`src/inc/imt_pkg.sv`:
```
// How it works
// - a buffer write sets buffer-full and starts the baud generator
// - each bit is driven after SCL is pulled low, low for one rollover
// - SDA is set before SCL release, SCL high one period, SDA held
// - at the eighth falling edge buffer-full clears and SDA is released
// - ninth rising edge captures SDA into the acknowledge status bit
// - after a data byte's ninth clock: interrupt flag, generator stops, SCL low
// - address phase sends seven address bits then read/write, msb first
// - after address ninth clock: flag set, buffer-full clear, SCL low held
// - buffer-full is set by a buffer write, cleared after eight bits
// - a buffer write during shifting sets write-collision and is dropped
// - start-enable makes a Start condition, flag set when it completes
// - the start hold time passes before the first address bit
// - shifting begins as soon as the buffer is written after Start
// - every further byte: shift, capture acknowledge, flag after ninth clock
// - stop-enable or restart-enable makes that condition, flag when done
package imt_pkg;
   localparam int           ADDR_W       = 4;
   localparam int           DATA_W       = 8;
   localparam logic [3:0]   ADDR_TXBUF   = 4'h0;
   localparam logic [3:0]   ADDR_CTRL    = 4'h4;
   localparam logic [3:0]   ADDR_STAT    = 4'h8;
   localparam logic [3:0]   ADDR_BAUD    = 4'hC;
   localparam int           CTRL_START   = 0;
   localparam int           CTRL_RESTART = 1;
   localparam int           CTRL_STOP    = 2;
   localparam int           STAT_WRITE_COLLISION_FLAG    = 1;
   localparam int           STAT_IRQ     = 2;
   localparam logic [7:0]   BAUD_RESET   = 8'h18;
   localparam logic [3:0]   BIT_LAST     = 4'h7;
   localparam logic [3:0]   BIT_ACK      = 4'h8;
   localparam logic [1:0]   STEP_LAST    = 2'h2;

   typedef enum logic [2:0] {
      ST_IDLE    = 3'b000,
      ST_START   = 3'b001,
      ST_HOLD    = 3'b010,
      ST_LOW     = 3'b011,
      ST_HIGH    = 3'b100,
      ST_STOP    = 3'b101,
      ST_RESTART = 3'b110
   } imt_state_e;

   typedef struct packed {
      logic                wr;
      logic                rd;
      logic [ADDR_W-1:0]   addr;
      logic [DATA_W-1:0]   wdata;
   } imt_req_s;

   typedef struct packed {
      logic   busy;
      logic   ack;
      logic   irq;
      logic   write_collision_flag;
      logic   bf;
   } imt_status_s;
endpackage

```
`src/design/imt_master_tx.sv`:
```
// Decided for this implementation: the address map and the address-and-strobe port.
`timescale 1ns/10ps
`default_nettype none
module imt_master_tx #(
   parameter logic [7:0] BAUD_DEFAULT = imt_pkg::BAUD_RESET
) (
   input  wire logic                       mclk,
   input  wire logic                       resetn,
   input  wire imt_pkg::imt_req_s          reg_req,
   output logic [imt_pkg::DATA_W-1:0]      reg_rdata,
   input  wire logic                       scl_in,
   output logic                            scl_out,
   output logic                            scl_oe,
   input  wire logic                       sda_in,
   output logic                            sda_out,
   output logic                            sda_oe
);
   import imt_pkg::*;

   imt_state_e    state;
   imt_state_e    next_state;
   logic [1:0]    step;
   logic [1:0]    next_step;
   logic [3:0]    bitc;
   logic [3:0]    next_bitc;
   logic [7:0]    tx_buffer;
   logic [7:0]    next_tx_buffer;
   logic [7:0]    shift_register;
   logic [7:0]    next_shift_register;
   logic [2:0]    ctrl;
   logic [2:0]    next_ctrl;
   imt_status_s   st;
   imt_status_s   next_st;
   logic [7:0]    reload;
   logic [7:0]    next_reload;
   logic [7:0]    brg;
   logic [7:0]    next_brg;
   logic [7:0]    next_reg_rdata;
   logic          next_scl_oe;
   logic          next_sda_oe;
   logic [2:0]    scl_sync;
   logic [2:0]    sda_sync;
   logic          scl_f;
   logic          sda_f;
   logic          scl_fd;
   logic          next_scl_f;
   logic          next_sda_f;
   logic          run;
   logic          stretch;
   logic          tick;
   logic          tx_wr;
   logic          scl_rise;

   // open-drain pins: only ever pull low
   assign scl_out = 1'b0;
   assign sda_out = 1'b0;

   // a line change is believed only once the last two stages agree
   always_comb begin
      next_scl_f = (scl_sync[1] == scl_sync[2]) ? scl_sync[2] : scl_f;
      next_sda_f = (sda_sync[1] == sda_sync[2]) ? sda_sync[2] : sda_f;
   end

   always_ff @(posedge mclk) begin
      if (!resetn) begin
         scl_sync <= 3'h7;
         sda_sync <= 3'h7;
         scl_f    <= 1'b1;
         sda_f    <= 1'b1;
         scl_fd   <= 1'b1;
      end else begin
         scl_sync <= {scl_sync[1:0], scl_in};
         sda_sync <= {sda_sync[1:0], sda_in};
         scl_f    <= next_scl_f;
         sda_f    <= next_sda_f;
         scl_fd   <= scl_f;
      end
   end

   assign scl_rise = scl_f && !scl_fd;
   // a slave holding SCL low stretches the high phase instead of shortening it
   assign stretch  = !scl_f && ((state == ST_HIGH) ||
                     ((state == ST_STOP || state == ST_RESTART) && step == 2'h1));
   assign run      = !(state == ST_IDLE || state == ST_HOLD) && !stretch;
   assign tick     = run && (brg == 8'h00);
   assign tx_wr    = reg_req.wr && (reg_req.addr == ADDR_TXBUF);

   always_comb begin
      next_brg = (!run || brg == 8'h00) ? reload : brg - 8'h01;
   end

   always_comb begin
      next_state          = state;
      next_step           = step;
      next_bitc           = bitc;
      next_tx_buffer      = tx_buffer;
      next_shift_register = shift_register;
      next_ctrl           = ctrl;
      next_st             = st;
      next_reload         = reload;
      next_reg_rdata      = 8'h00;

      // software clears its flags by writing ones; hardware sets below win
      // collision and interrupt clear by software
      if (reg_req.wr && reg_req.addr == ADDR_STAT) begin
         if (reg_req.wdata[STAT_WRITE_COLLISION_FLAG]) next_st.write_collision_flag = 1'b0;
         if (reg_req.wdata[STAT_IRQ]) next_st.irq = 1'b0;
      end
      if (reg_req.wr && reg_req.addr == ADDR_BAUD) next_reload = reg_req.wdata;
      if (reg_req.wr && reg_req.addr == ADDR_CTRL) begin
         // requests are only taken where the bus condition makes sense
         if (state == ST_IDLE && reg_req.wdata[CTRL_START]) next_ctrl[CTRL_START] = 1'b1;
         if (state == ST_HOLD) begin
            next_ctrl[CTRL_STOP]    = ctrl[CTRL_STOP] | reg_req.wdata[CTRL_STOP];
            next_ctrl[CTRL_RESTART] = ctrl[CTRL_RESTART] | reg_req.wdata[CTRL_RESTART];
         end
      end

      unique case (state)
         ST_IDLE: begin
            if (ctrl[CTRL_START]) begin
               next_state = ST_START;
               next_step  = 2'h0;
            end
         end
         ST_START: begin
            if (tick) begin
               // second period is the start hold
               if (step == 2'h0) begin
                  next_step = 2'h1;
               end else begin
                  next_state             = ST_HOLD;
                  next_st.irq            = 1'b1;
                  next_ctrl[CTRL_START]  = 1'b0;
               end
            end
         end
         ST_HOLD: begin
            if (ctrl[CTRL_STOP]) begin
               next_state = ST_STOP;
               next_step  = 2'h0;
            end else if (ctrl[CTRL_RESTART]) begin
               next_state = ST_RESTART;
               next_step  = 2'h0;
            end
         end
         ST_LOW: begin
            if (tick) next_state = ST_HIGH;
         end
         ST_HIGH: begin
            if (bitc == BIT_ACK && scl_rise) next_st.ack = sda_f;
            if (tick) begin
               // every byte ends the same way
               if (bitc == BIT_ACK) begin
                  next_state  = ST_HOLD;
                  next_st.irq = 1'b1;
               end else begin
                  next_state          = ST_LOW;
                  next_bitc           = bitc + 4'h1;
                  next_shift_register = {shift_register[6:0], 1'b0};
                  if (bitc == BIT_LAST) next_st.bf = 1'b0;
               end
            end
         end
         ST_STOP, ST_RESTART: begin
            if (tick) begin
               if (step == STEP_LAST) begin
                  next_state  = (state == ST_STOP) ? ST_IDLE : ST_HOLD;
                  next_st.irq = 1'b1;
                  next_ctrl[CTRL_STOP]    = (state == ST_STOP) ? 1'b0 : ctrl[CTRL_STOP];
                  next_ctrl[CTRL_RESTART] = (state == ST_RESTART) ? 1'b0 : ctrl[CTRL_RESTART];
               end else begin
                  next_step = step + 2'h1;
               end
            end
         end
         default: next_state = ST_IDLE;
      endcase

      if (tx_wr) begin
         if (state == ST_HOLD) begin
            next_tx_buffer      = reg_req.wdata;
            next_shift_register = reg_req.wdata;
            next_st.bf          = 1'b1;
            next_bitc           = 4'h0;
            next_state          = ST_LOW;
         end else begin
            next_st.write_collision_flag = 1'b1;
         end
      end
      next_st.busy = (next_state != ST_IDLE);

      if (reg_req.rd) begin
         unique case (reg_req.addr)
            ADDR_TXBUF: next_reg_rdata = tx_buffer;
            ADDR_CTRL:  next_reg_rdata = {5'h00, ctrl};
            ADDR_STAT:  next_reg_rdata = {3'h0, st};
            ADDR_BAUD:  next_reg_rdata = reload;
            default:    next_reg_rdata = 8'h00;
         endcase
      end
   end

   // pin drive follows the next state so it comes straight from flip-flops
   always_comb begin
      next_scl_oe = 1'b0;
      next_sda_oe = 1'b0;
      unique case (next_state)
         ST_IDLE: ;
         ST_START: next_sda_oe = (next_step != 2'h0);
         ST_HOLD: begin
            // SDA left as it was, so leaving a Start cannot look like a Stop
            next_scl_oe = 1'b1;
            next_sda_oe = sda_oe;
         end
         ST_LOW, ST_HIGH: begin
            // bit set while SCL low, held across the high phase
            next_scl_oe = (next_state == ST_LOW);
            next_sda_oe = (next_bitc < BIT_ACK) && !next_shift_register[7];
         end
         ST_STOP: begin
            next_scl_oe = (next_step == 2'h0);
            next_sda_oe = (next_step != STEP_LAST);
         end
         ST_RESTART: begin
            next_scl_oe = (next_step == 2'h0);
            next_sda_oe = (next_step == STEP_LAST);
         end
         default: ;
      endcase
   end

   always_ff @(posedge mclk) begin
      if (!resetn) begin
         state          <= ST_IDLE;
         step           <= 2'h0;
         bitc           <= 4'h0;
         tx_buffer      <= 8'h00;
         shift_register <= 8'h00;
         ctrl           <= 3'h0;
         st             <= '0;
         reload         <= BAUD_DEFAULT;
         brg            <= BAUD_DEFAULT;
         reg_rdata      <= 8'h00;
         scl_oe         <= 1'b0;
         sda_oe         <= 1'b0;
      end else begin
         state          <= next_state;
         step           <= next_step;
         bitc           <= next_bitc;
         tx_buffer      <= next_tx_buffer;
         shift_register <= next_shift_register;
         ctrl           <= next_ctrl;
         st             <= next_st;
         reload         <= next_reload;
         brg            <= next_brg;
         reg_rdata      <= next_reg_rdata;
         scl_oe         <= next_scl_oe;
         sda_oe         <= next_sda_oe;
      end
   end
endmodule
`default_nettype wire

```
`config.mk`:
```
export PLATFORM = sky130hd
export DESIGN_NAME = imt_master_tx
export DESIGN_NICKNAME = d
export VERILOG_FILES = /design/src/inc/imt_pkg.sv /design/src/design/imt_master_tx.sv
export SDC_FILE = /design/constraint.sdc
export NUM_CORES = 1
export LEC_CHECK = 0
export BUFFER_PORTS_ARGS = -buffer_cell sky130_fd_sc_hd__buf_2
export CORE_UTILIZATION = 55
export DETAILED_ROUTE_END_ITERATION = 7
export GPL_TIMING_DRIVEN = 1
export PLACE_DENSITY = 0.86
export SLEW_MARGIN = 10
export SYNTH_ARGS = -nofsm -noshare
export SYNTH_HDL_FRONTEND = slang
export SYNTH_SLANG_ARGS = --single-unit
```
`constraint.sdc`:
```
create_clock -name mclk -period 2.3 [get_ports mclk]
set_clock_uncertainty 0.1 [all_clocks]
set_input_delay 0.115 -clock mclk [delete_from_list [all_inputs] [get_ports mclk]]
set_output_delay 0.115 -clock mclk [all_outputs]
set_load 0.02 [all_outputs]
```
# == After elaboration in Yosys (flattened, before gate mapping) ==
# Index checks and enable logic that the tools add are counted.
# word_totals
regBits,68
in_bits,18
output_inout_bits,12
elab_cells,153
# classes
add_sub_neg,3
magnitude_cmp,1
eq_ne,25
mux,64
bitwise,2
reduce_logical,35
# op_table
op,count
$mux W8,6
$mux W3,12
$pmux W8 S4,1
$mux W2,14
$mux W1,21
$mux W4,5
$eq A3 B3 Y1 const B,6
$pmux W3 S6,1
$eq A3 B2 Y1 const B,4
$eq A4 B4 Y1 const B,3
$logic_and A1 B1 Y1,12
$eq A4 B3 Y1 const B,2
$logic_not A8 Y1,1
$ne A4 B4 Y1 const B,2
$pmux W2 S4,1
$sub A8 B1 Y8 const B,1
$eq A3 B1 Y1 const B,2
$logic_not A1 Y1,6
$pmux W1 S3,2
$reduce_and A2 Y1,3
$reduce_or A2 Y1,3
$pmux W1 S5,1
$add A4 B1 Y4 const B,1
$eq A2 B2 Y1 const B,2
other kinds (12),18

# == Logic depth before layout (Yosys ltp) ==
# Gate-level depths: netlist (run 1).
# logic_depth
depth_word,15
depth_mapped,10
depth_no_buf,9

# == Worst setup path before layout (run 1) ==
# No wires, ideal clock.
# synth_timing
kind,flip-flop to flip-flop
startpoint,reg step[1]
endpoint,reg sda_oe
setup_ps,131
t_arrival_ps,1830
required_ps,2069
slack_ps,239
stages_incl_launch_ff,10
path_buffers,0
synth_period_minus_slack_ps,2061
path_cell_list,dfxtp_1 > inv_1 > ha_1 > or3b_1 > o311a_1 > nand4_1 > nand4_2 > xor2_1 > o2111ai_1 > o211ai_1
# synth_between
elab_chain_len,14
word_cells_on_any_way,49
cone_classes,1 x add/sub; 1 x order compare; 10 x eq/ne; 26 x mux; 11 x reduce/logical
# synth_lines
item,line_no,source
start: declaration,imt_master_tx.sv:22,logic [1:0] step;
start signal: assignment,imt_master_tx.sv:249,step <= next_step;
$eq A2 B1 Y1,imt_master_tx.sv:83,((state == ST_STOP || state == ST_RESTART) && step == 2'h1));
$logic_and A1 B1 Y1,imt_master_tx.sv:83,
$logic_or A1 B1 Y1,imt_master_tx.sv:82,assign stretch = !scl_f && ((state == ST_HIGH) ||
$logic_and A1 B1 Y1,imt_master_tx.sv:82,
$logic_not A1 Y1,imt_master_tx.sv:84,assign run = !(state == ST_IDLE || state == ST_HOLD) && !stretch;
$logic_and A1 B1 Y1,imt_master_tx.sv:84,
$logic_and A1 B1 Y1,imt_master_tx.sv:85,assign tick = run && (brg == 8'h00);
"$mux W4, or another cell as far along",imt_master_tx.sv:152,if (tick) begin
"$mux W4, or another cell as far along",imt_master_tx.sv:119,unique case (state)
"$mux W4, or another cell as far along",imt_master_tx.sv:181,if (state == ST_HOLD) begin
"$mux W4, or another cell as far along",imt_master_tx.sv:180,if (tx_wr) begin
"$lt A4 B4 Y1, or another cell as far along",imt_master_tx.sv:219,next_sda_oe = (next_bitc < BIT_ACK) && !next_shift_register[7];
$logic_and A1 B1 Y1 or $reduce_or A2 Y1 (tied branches),"imt_master_tx.sv:219, imt_master_tx.sv:208",
$pmux W1 S5,imt_master_tx.sv:208,unique case (next_state)
end signal: assignment,imt_master_tx.sv:259,sda_oe <= next_sda_oe;
end: declaration,imt_master_tx.sv:16,output logic sda_oe
# Several ways; a longest one is shown, not always the timed one.
# A chain may end at the register's enable or synchronous reset.

# == Worst setup path in the final report (run 1) ==
# Same ends and word-level chain as after synthesis.

==> impl_metrics.csv, run 1 <==
group,metric,value,unit
die,io_pins,30,
synth,ys_async_sr_fraction,0,%
grt,grt_pass1_wl,13300,microns
outcome,status,"complete, but fails checks",
setup_path,cp_top_family,"compound AO/OA/AOI/OAI gates",
synth,synth_top_area_share,40.9,%
outcome,violations,"setup timing",
cts,clkSlewWorstSetupHoldPaths,80,ps
cts,cts_buffers,9,
die,die_h,79.8,microns
grt,grt_pass1_vias,2769,
setup_path,cp.required,2410,ps
setup_path,cp.buffers_inverters,3,
layout,syn2layout_area_growth,23.6,%
power_and_ir_drop,ir_drop,409,uV
timing,max_slew_margin,63.7,%
placement,io_buffers,27,
timing,setup-tns-final,-46.6,ps
timing,worstMarginPinSlew,545,ps
placement,hpwl,5500,microns
layout,stdcell_count,510,
timing,timing.final.crit_share,102,%
die,die_w,79.8,microns
synth,synthTopCellsByArea,"dfxtp_1 (41%), nand2_1 (8.2%), a21boi_0 (4.3%)",
setup_path,path_class,"reg -> reg",
timing,final-setup-viol-count,1,
synth,synth_edf_count,0,
placement,pre_cts_ws,-89.4,ps
power_and_ir_drop,p_int,1.99,mW
setup_path,cp_slowest_cell,"dfxtp_2",
synth,synth_flop_cell,"dfxtp_1",
cts,clkLatencyLatePin,350,ps
die,die_area,6360,sq um
die,core_area,5680,sq um
grt,grt.total_usage,27.9,%
min_path,min_from,"reg_req[10]",
synth,yosys_warnings,0,
placement,gp_congestion,0.948,
detailed_routing,first_pass_iters,5,
detailed_routing,post_drt_wl_per_cell,17.1,microns
cts,htreeDepth,3,
placement,dp_cells,475,
setup_path,reg2reg_from,"step[1]",
setup_path,path_cells,"inv_2 > ha_4 > buf_4 > a21boi_2 > o311ai_4 > buf_4 > nor3_4 > nor3_4 > xor2_1 > o2111ai_1 > o211ai_1",
synth,synth_cells,381,
synth,yosysSeqAreaShare,40.9,%
detailed_routing,drt_iter0_drc,310,
die,start_util,58.6,%
cts,cts_tree,"built",
power_and_ir_drop,p_seq_share,46.1,%
setup_path,endpoint_kind,"flop",
detailed_routing,via_count,3037,
cts,clock_sinks,68,
synth,ys_seq_elements,68,
synth,synth_cell_types,57,
detailed_routing,vias_per_cell,5.95,
die,row_count,27,
min_path,min_to,"reg_rdata[6]",
flow_run,drv_cap,0,
layout,drive_gt1_share,24.0,%
power_and_ir_drop,p_clk_share,41.7,%
power_and_ir_drop,combPwrFrac,12.2,%
timing,hold_viol_final,0,
grt,antenna_found_initial,0,
power_and_ir_drop,power.density,648,nW/um^2
grt,grt_overflow,0,
power_and_ir_drop,switching_share,25.3,%
detailed_routing,drc,0,
min_path,holdPathStages,3,
setup_path,r2r-end,"sda_oe",
timing,max_freq,0.426,GHz
setup_path,startpoint,"step[1]",
synth,synth.avg_cell_area,8.73,sq um
synth,synthesis.area,3330,sq um
power_and_ir_drop,p_total,2.66,mW
layout,fillers,409,
cts,ctsRootBufferMaster,"clkbuf_8",
min_path,hold_class,"in -> reg",
power_and_ir_drop,p_sw,0.675,mW
cts,clk_path_buf_depth,2,
setup_path,worstPathArrival,2460,ps
layout,nNetsFinal,458,
power_and_ir_drop,p_leak,1.74,nW
setup_path,rrSetupSlack,-50,ps
detailed_routing,drt-total-wl,8740,microns
setup_path,rr_worst_depth,11,
detailed_routing,postRouteAntennaNets,0,
grt,grt_max_degree,60,
setup_path,start_kind,"flop",
setup_path,cp_max_fo,3,
layout,final_util,72.4,%
synth,yosys.area.top_type,"dfxtp_1",
setup_path,max_stage_delay,350,ps
timing,finalWorstSetupSlack,-46.6,ps
timing,fin_crit,2350,ps
timing,final_max_slew_viol_count,0,
how the worst max path moves through the flow:
| stage | cells after the start | slack [ps] | end |
|---|---|---|---|
| finish | 11 | -50 | sda_oe |
| global route | 11 | -110 | sda_oe |
| CTS | 9 | 20 | sda_oe |
| detailed placement | 10 | -90 | sda_oe |
| global placement | 9 | 110 | sda_oe |
| floorplan | 9 | 240 | sda_oe |
through the flow:
stage               hold slack, ps  cell area, sq um
floorplan                      116              3330
global placement               203              3570
detailed placement             202              3570
CTS                           79.1              3930
global route                   109              4110
finish                        90.5              4110
synthesized netlist by cell type, drive strengths merged, types with 4 or more instances:
cell,n
nand2b,10
inv,9
nor3,6
clkbuf,14
nand3,13
a21oi,16
and2,6
a211oi,4
ha,8
nor4,4
o211a,12
o21ai,9
mux2i,10
a21boi,20
xor2,4
nand2,73
nor2b,11
and3,5
dfxtp,68
nor2,22
buf,9
xnor2,5
state kept, by name, indices dropped and copies added, names as in the netlist:
| register | count |
|---|---|
| scl_oe | 1 |
| state | 3 |
| sda_oe | 1 |
| scl_sync | 3 |
| reg_rdata | 8 |
| step | 2 |
| brg | 8 |
| tx_buffer | 8 |
| reload | 8 |
| st | 5 |
| ctrl | 3 |
| shift_register | 8 |
| scl_f | 1 |
| scl_fd | 1 |
| sda_f | 1 |
| sda_sync | 3 |
| bitc | 4 |
tightest hold or removal path: cells and delay by family:
| family | cells | cell delay, ps |
|---|---|---|
| simple gates | 1 | 120 |
| compound gates | 1 | 50 |
| buf+inv | 1 | 210 |
placed cells by master, fill, tap and decap left out, drive strengths merged, types with 8 or more instances in the layout:
master       count
inv             10
dfxtp           68
buf             52
nor2            22
nor2b           11
ha               8
a21boi          20
nand2b          10
o211a           12
o21ai            9
nand3           13
a21oi           16
dlygate4sd3     10
mux2i           10
clkbuf          10
nand2           73
what timing repair did:
action,CTS,global route
gates resized for setup,4,28
setup buffers,1,7
hold buffers,10,0
endpoints found under the setup margin,1,2
endpoints found under the hold margin,25,0
pin swaps,1,10
power by group through the flow:
stage / Sequential (mW) / Clock (mW) / Combinational, mW
final: 1.23 / 1.11 / 0.324
after global routing: 1.23 / 1.18 / 0.350
after CTS: 1.22 / 1.12 / 0.272
after detailed placement: 1.25 / 0 / 0.249
after global placement: 1.25 / 0 / 0.247
after floorplan: 1.24 / 0 / 0.173
layer usage:
layer | wire length (microns) | up-vias | global-route usage (%)
met4 | 367 | 0 | 14.3
li1 | - | 1432 | -
met5 | 0 | - | 0
met2 | 4010 | 143 | 44.0
met1 | 3820 | 1426 | 36.8
met3 | 547 | 36 | 4.46
logic make-up (layout without fill, tap and decap cells):
family                   Yosys count  count (layout)  synth area share [%]
buffers and inverters             32              87                  4.32
adder cells (fa/ha/maj)            8               8                  3.01
AO/OA/AOI/OAI                     83              83                  18.7
XOR/XNOR                           9               9                  2.37
AND/OR/NAND/NOR                  165             165                  24.9
multiplexers                      15              15                  5.72
flip-flops                        68              68                  40.9
other                              1               3                 0.113
area by class of cell:
class	instances	area (sq um)	area share (%)
Antenna cell	1	2.50	0.0609
Clock buffer	10	138	3.35
Timing Repair Buffer	62	427	10.4
Inverter	9	33.8	0.822
Sequential cell	68	1370	33.2
Tap cell	72	90.1	2.19
Clock inverter	6	86.3	2.10
Multi-Input combinational cell	282	1970	47.9
(Power assumes the default switching activity.)
==> inputs of run 2 (changes only) <==
Settings changed: GPL_TIMING_DRIVEN 1 to 0.
==> impl_metrics.csv, run 2 (same netlist as run 1, synthesis figures left out) <==
group,metric,value,unit
detailed_routing,drc,0,
power_and_ir_drop,p_leak,1.68,nW
die,die_area,6360,sq um
min_path,min_to,"tx_buffer[5]",
power_and_ir_drop,ir_drop,391,uV
grt,grt_pass1_vias,2763,
die,row_count,27,
setup_path,endpoint_kind,"flop",
cts,clock_sinks,68,
detailed_routing,first_pass_iters,5,
detailed_routing,via_count,3042,
layout,diodes,0,
power_and_ir_drop,p_total,2.55,mW
cts,clk_path_buf_depth,2,
min_path,min_from,"reg_req[10]",
setup_path,rrSetupSlack,10,ps
setup_path,max_stage_delay,410,ps
setup_path,cp.buffers_inverters,1,
setup_path,cp.required,2470,ps
cts,ctsRootBufferMaster,"clkbuf_8",
layout,drive_gt1_share,23.4,%
grt,grt_overflow,0,
timing,worstMarginPinSlew,699,ps
setup_path,cp_top_family,"simple AND/OR/NAND/NOR gates",
setup_path,cp_slowest_cell,"or3b_4",
setup_path,path_class,"reg -> reg",
layout,syn2layout_area_growth,22.2,%
timing,final_max_slew_viol_count,0,
grt,grt.total_usage,27.1,%
power_and_ir_drop,power.density,626,nW/um^2
timing,hold_viol_final,0,
flow_run,drv_cap,0,
cts,cts_buffers,9,
placement,gp_congestion,0.901,
layout,layout_commonest_cell,"nand2_1",
die,io_pins,30,
setup_path,start_kind,"flop",
setup_path,r2r-end,"sda_oe",
grt,grt_max_degree,14,
timing,max_slew_margin,53.0,%
detailed_routing,drt_iter0_drc,352,
min_path,holdPathStages,4,
die,core_area,5680,sq um
die,die_w,79.8,microns
grt,grt_pass1_wl,12900,microns
detailed_routing,drt-total-wl,8730,microns
setup_path,cp_max_fo,8,
min_path,hold_class,"in -> reg",
timing,fin_crit,2290,ps
detailed_routing,postRouteAntennaNets,0,
cts,clkSlewWorstSetupHoldPaths,80,ps
timing,timing.final.crit_share,99.5,%
placement,io_buffers,26,
outcome,status,"finished, final reports clean",
die,start_util,58.6,%
cts,clkLatencyLatePin,360,ps
setup_path,path_cells,"inv_2 > ha_2 > or3b_4 > o311a_4 > nand4_1 > nand4_4 > nor4_1 > o2111ai_2 > o211ai_1",
placement,hpwl,5650,microns
cts,htreeDepth,3,
setup_path,worstPathArrival,2460,ps
grt,antenna_found_initial,0,
layout,layout_common_cells,"nand2_1 (72), dfxtp_1 (64), buf_2 (30), nor2_1 (20), a21boi_0 (19)",
cts,cts_tree,"built",
layout,nNetsFinal,465,
detailed_routing,vias_per_cell,5.90,
setup_path,rr_worst_depth,9,
setup_path,reg2reg_from,"step[1]",
timing,final-setup-viol-count,0,
detailed_routing,post_drt_wl_per_cell,16.9,microns
layout,final_util,71.6,%
timing,max_freq,0.437,GHz
die,die_h,79.8,microns
## run 2: cell types whose count changed in the layout (fill, tap and decap cells not counted), sizes merged
cell / before / now
clkbuf: 10 / 23
clkinvlp: 1 / 3
bufinv: 2 / 1
diode: 1 / 0
buf: 52 / 45
## run 2: final cells by class
type	instances	area, sq um
Tap cell	72	90.1
Sequential cell	68	1370
Fill cell	410	1610
Clock buffer	9	124
Inverter	9	33.8
Multi-Input combinational cell	282	1950
Clock inverter	7	75.1
Buffer	23	120
Timing Repair Buffer	46	305
## run 2: power by group
part	switching (mW)	total (mW)	internal, mW
logic	0.180	0.323	0.143
registers	0.0219	1.22	1.20
clock network	0.496	1.00	0.504
total	0.699	2.55	1.85
## run 2: worst register-to-register path, cell delays in order (launching register included)
cell and delay, ps:
dfxtp_2 330, inv_2 100, ha_2 200, or3b_4 410, o311a_4 160, nand4_1 160, nand4_4 160, nor4_1 360
o2111ai_2 140, o211ai_1 110
## run 2: metal layers
metal	part of all wire, %	track usage [%]	wire length (microns)
met1	42	35.0	3630
met2	47	43.9	4140
met3	8.4	5.49	734
met4	2.6	11.8	226
met5	0	0	0
## run 2: how the worst max path moves through the flow
stage          depth (start not counted)      to    start  slack (ps)
2_1_floorplan                          9  sda_oe  step[1]         240
3_3_place_gp                           9  sda_oe  step[1]        -150
3_5_place_dp                           9  sda_oe  step[1]        -160
4_1_cts                               10  brg[4]   brg[0]         -80
5_1_grt                               10  sda_oe  step[1]        -120
6_report                               9  sda_oe  step[1]          10
## run 2: repair_timing
item | 4_1_cts | 5_1_grt
pin swaps | 2 | 13
setup buffers | 0 | 10
resized for setup | 1 | 37
gates cloned | 0 | 0
hold buffers | 10 | 0
endpoints found under the setup margin | 6 | 11
endpoints found under the hold margin | 26 | 0
## run 2: per-stage QoR
step                instances  hold WS [ps]  instance area [sq um]  setup slack (ps)  setup TNS (ps)
floorplan                 382           116                   3330               239               0
global placement          480           198                   3550              -150            -267
detailed placement        480           201                   3550              -155            -394
CTS                       506           118                   3860             -78.0            -215
global route              516           146                   4070              -125            -200
finish                    516           125                   4070              11.5               0
==> inputs of run 3 (changes only) <==
Settings changed: ABC_AREA from default to 1.
==> impl_metrics.csv, run 3 <==
group,metric,value,unit
layout,stdcell_count,595,
timing,setup-tns-final,0,ps
synth,synth_top_area_share,41.5,%
placement,io_buffers,27,
layout,diodes,0,
timing,worstMarginPinSlew,590,ps
setup_path,start_kind,"flop",
timing,fin_crit,2230,ps
layout,nNetsFinal,544,
layout,layout_commonest_cell,"nand2_1",
timing,timing.final.crit_share,96.8,%
cts,clk_path_buf_depth,2,
synth,synth_edf_count,0,
placement,hpwl,5660,microns
flow_run,drv_cap,0,
die,core_area,5640,sq um
setup_path,cp_top_family,"simple AND/OR/NAND/NOR gates",
power_and_ir_drop,p_seq_share,51.0,%
die,die_h,79.2,microns
power_and_ir_drop,p_clk_share,43.8,%
setup_path,path_class,"reg -> reg",
die,start_util,58.2,%
power_and_ir_drop,combPwrFrac,5.3,%
grt,antenna_found_initial,0,
synth,yosys_warnings,0,
placement,dpl-instance-area,3510,sq um
grt,grt_max_degree,15,
setup_path,cp.required,2480,ps
power_and_ir_drop,ir_drop,533,uV
grt,grt.total_usage,27.0,%
synth,yosysSeqAreaShare,41.5,%
grt,grt_overflow,0,
power_and_ir_drop,power.density,575,nW/um^2
detailed_routing,drc,0,
timing,max_slew_margin,60.7,%
synth,synth.avg_cell_area,7.24,sq um
detailed_routing,first_pass_iters,6,
setup_path,worstPathArrival,2400,ps
timing,final_max_slew_viol_count,0,
setup_path,cp_common_cell,"nand2_1",
timing,hold_slack,23.7,ps
grt,grt_pass1_wl,13100,microns
detailed_routing,drt-total-wl,8690,microns
synth,synthTopCellsByCount,"nand2_1 (85), dfxtp_1 (68), inv_1 (64), o21ai_0 (44), nor2_1 (42)",
placement,pre_cts_ws,-83.3,ps
timing,max_freq,0.449,GHz
power_and_ir_drop,p_sw,0.591,mW
layout,syn2layout_area_growth,24.1,%
timing,finalWorstSetupSlack,73.0,ps
power_and_ir_drop,p_total,2.34,mW
synth,synthTopCellsByArea,"dfxtp_1 (41%), nand2_1 (9.7%), inv_1 (7.3%)",
setup_path,max_stage_delay,340,ps
power_and_ir_drop,switching_share,25.2,%
setup_path,endpoint_kind,"flop",
cts,ctsRootBufferMaster,"clkbuf_8",
die,die_area,6280,sq um
power_and_ir_drop,p_int,1.75,mW
synth,yosys.area.top_type,"dfxtp_1",
setup_path,cp_slowest_cell,"dfxtp_1",
placement,dp_cells,553,
synth,ys_async_sr_fraction,0,%
timing,final-setup-viol-count,0,
setup_path,cp.buffers_inverters,3,
synth,synth_flop_cell,"dfxtp_1",
min_path,hold_class,"in -> reg",
die,die_w,79.2,microns
synth,synth_cell_types,39,
die,io_pins,30,
synth,synthesis.area,3280,sq um
layout,drive_gt1_share,22.4,%
detailed_routing,vias_per_cell,5.57,
cts,htreeDepth,3,
detailed_routing,via_count,3317,
die,row_count,27,
outcome,status,"finished, final reports clean",
grt,grt_pass1_vias,2985,
layout,final_util,72.2,%
detailed_routing,drt_iter0_drc,319,
detailed_routing,post_drt_wl_per_cell,14.6,microns
cts,cts_tree,"built",
synth,yosysMostFrequentCell,"nand2_1",
detailed_routing,postRouteAntennaNets,0,
layout,layout_common_cells,"nand2_1 (84), dfxtp_1 (62), inv_1 (58), o21ai_0 (42), nor2_1 (39)",
cts,clock_sinks,68,
cts,cts_buffers,9,
layout,fin_area,4070,sq um
synth,ys_seq_elements,68,
placement,gp_congestion,0.890,
power_and_ir_drop,p_leak,1.81,nW
synth,synth_cells,453,
cts,clkSlewWorstSetupHoldPaths,90,ps
setup_path,cp_max_fo,10,
timing,hold_viol_final,0,
cts,clkLatencyLatePin,350,ps
setup_path,path_cells,"inv_2 > ha_4 > nand3_4 > nor3_4 > buf_12 > nand4_4 > nor2_4 > buf_6 > nand2_1 > nand3_1 > nand2_1 > nor2_1 > nand2_1 > nand2_1 > nor2_1 > a21oi_1",
-- run 3: cell types whose count changed after synthesis, sizes merged, moves of 6 or more --
cell / delta
mux2i: -10
clkbuf: -10
nor2: +29
a21boi: -20
inv: +60
o21ai: +36
o211a: -12
nor2b: -11
a21oi: +17
nand2: +20
nor3: +6
nand2b: -10
nand3: +16
-- run 3: kinds of logic (layout without fill, tap and decap cells) --
logic type / count (synthesis) / after routing / synth area share [%]
flops: 68 / 68 / 41.5
xor+xnor: 4 / 4 / 1.07
fa+ha+maj: 8 / 8 / 3.05
compound gates: 92 / 92 / 15.3
buf+inv: 78 / 147 / 9.42
other cells: 1 / 2 / 0.114
simple gates: 202 / 202 / 29.6
-- run 3: layer usage --
layer | vias to the layer above | GRT usage, % | part of all wire, %
li1 | 1602 | - | -
met1 | 1512 | 30.5 | 40
met2 | 169 | 47.4 | 49
met3 | 34 | 7.82 | 8.3
met4 | 0 | 10.5 | 2.8
met5 | - | 0 | 0
-- run 3: final cells by class --
cell class / instances / area (sq um)
clock buffers: 9 / 124
plain buffers: 8 / 46.3
inverters: 70 / 270
fillers: 421 / 1570
multi-input cells: 308 / 1710
well taps: 72 / 90.1
flip-flops and latches: 68 / 1380
clock inverters: 7 / 83.8
repair buffers: 53 / 374
-- run 3: power by group through the flow --
| stage | Combinational [mW] | Sequential (mW) | Clock (mW) |
|---|---|---|---|
| floorplan | 0.0610 | 1.22 | 0 |
| global placement | 0.0970 | 1.22 | 0 |
| detailed placement | 0.100 | 1.22 | 0 |
| CTS | 0.116 | 1.20 | 1.04 |
| global route | 0.134 | 1.20 | 1.10 |
| finish | 0.124 | 1.19 | 1.03 |
-- run 3: tightest hold or removal path, stage by stage --
cell	delay (ps)
buf_2	110
nor3_2	90
nand2_1	70
a21oi_1	60
-- run 3: timing repair --
action / in CTS / in global routing
pin swaps: 3 / 13
endpoints found under the setup margin: 5 / 11
hold endpoints to repair: 19 / 0
setup buffers: 5 / 10
hold buffers: 11 / 0
resized for setup: 6 / 35
-- run 3: path summary, 6_finish.rpt --
path                             startpoint           end  slack (ps)  cells past startpoint
worst min-delay path            reg_req[10]  reg_rdata[7]          20                      4
worst max-delay path                 brg[1]        sda_oe          70                     16
worst min register to register  scl_sync[0]   scl_sync[1]         320                      1
worst max register to register       brg[1]        sda_oe          70                     16
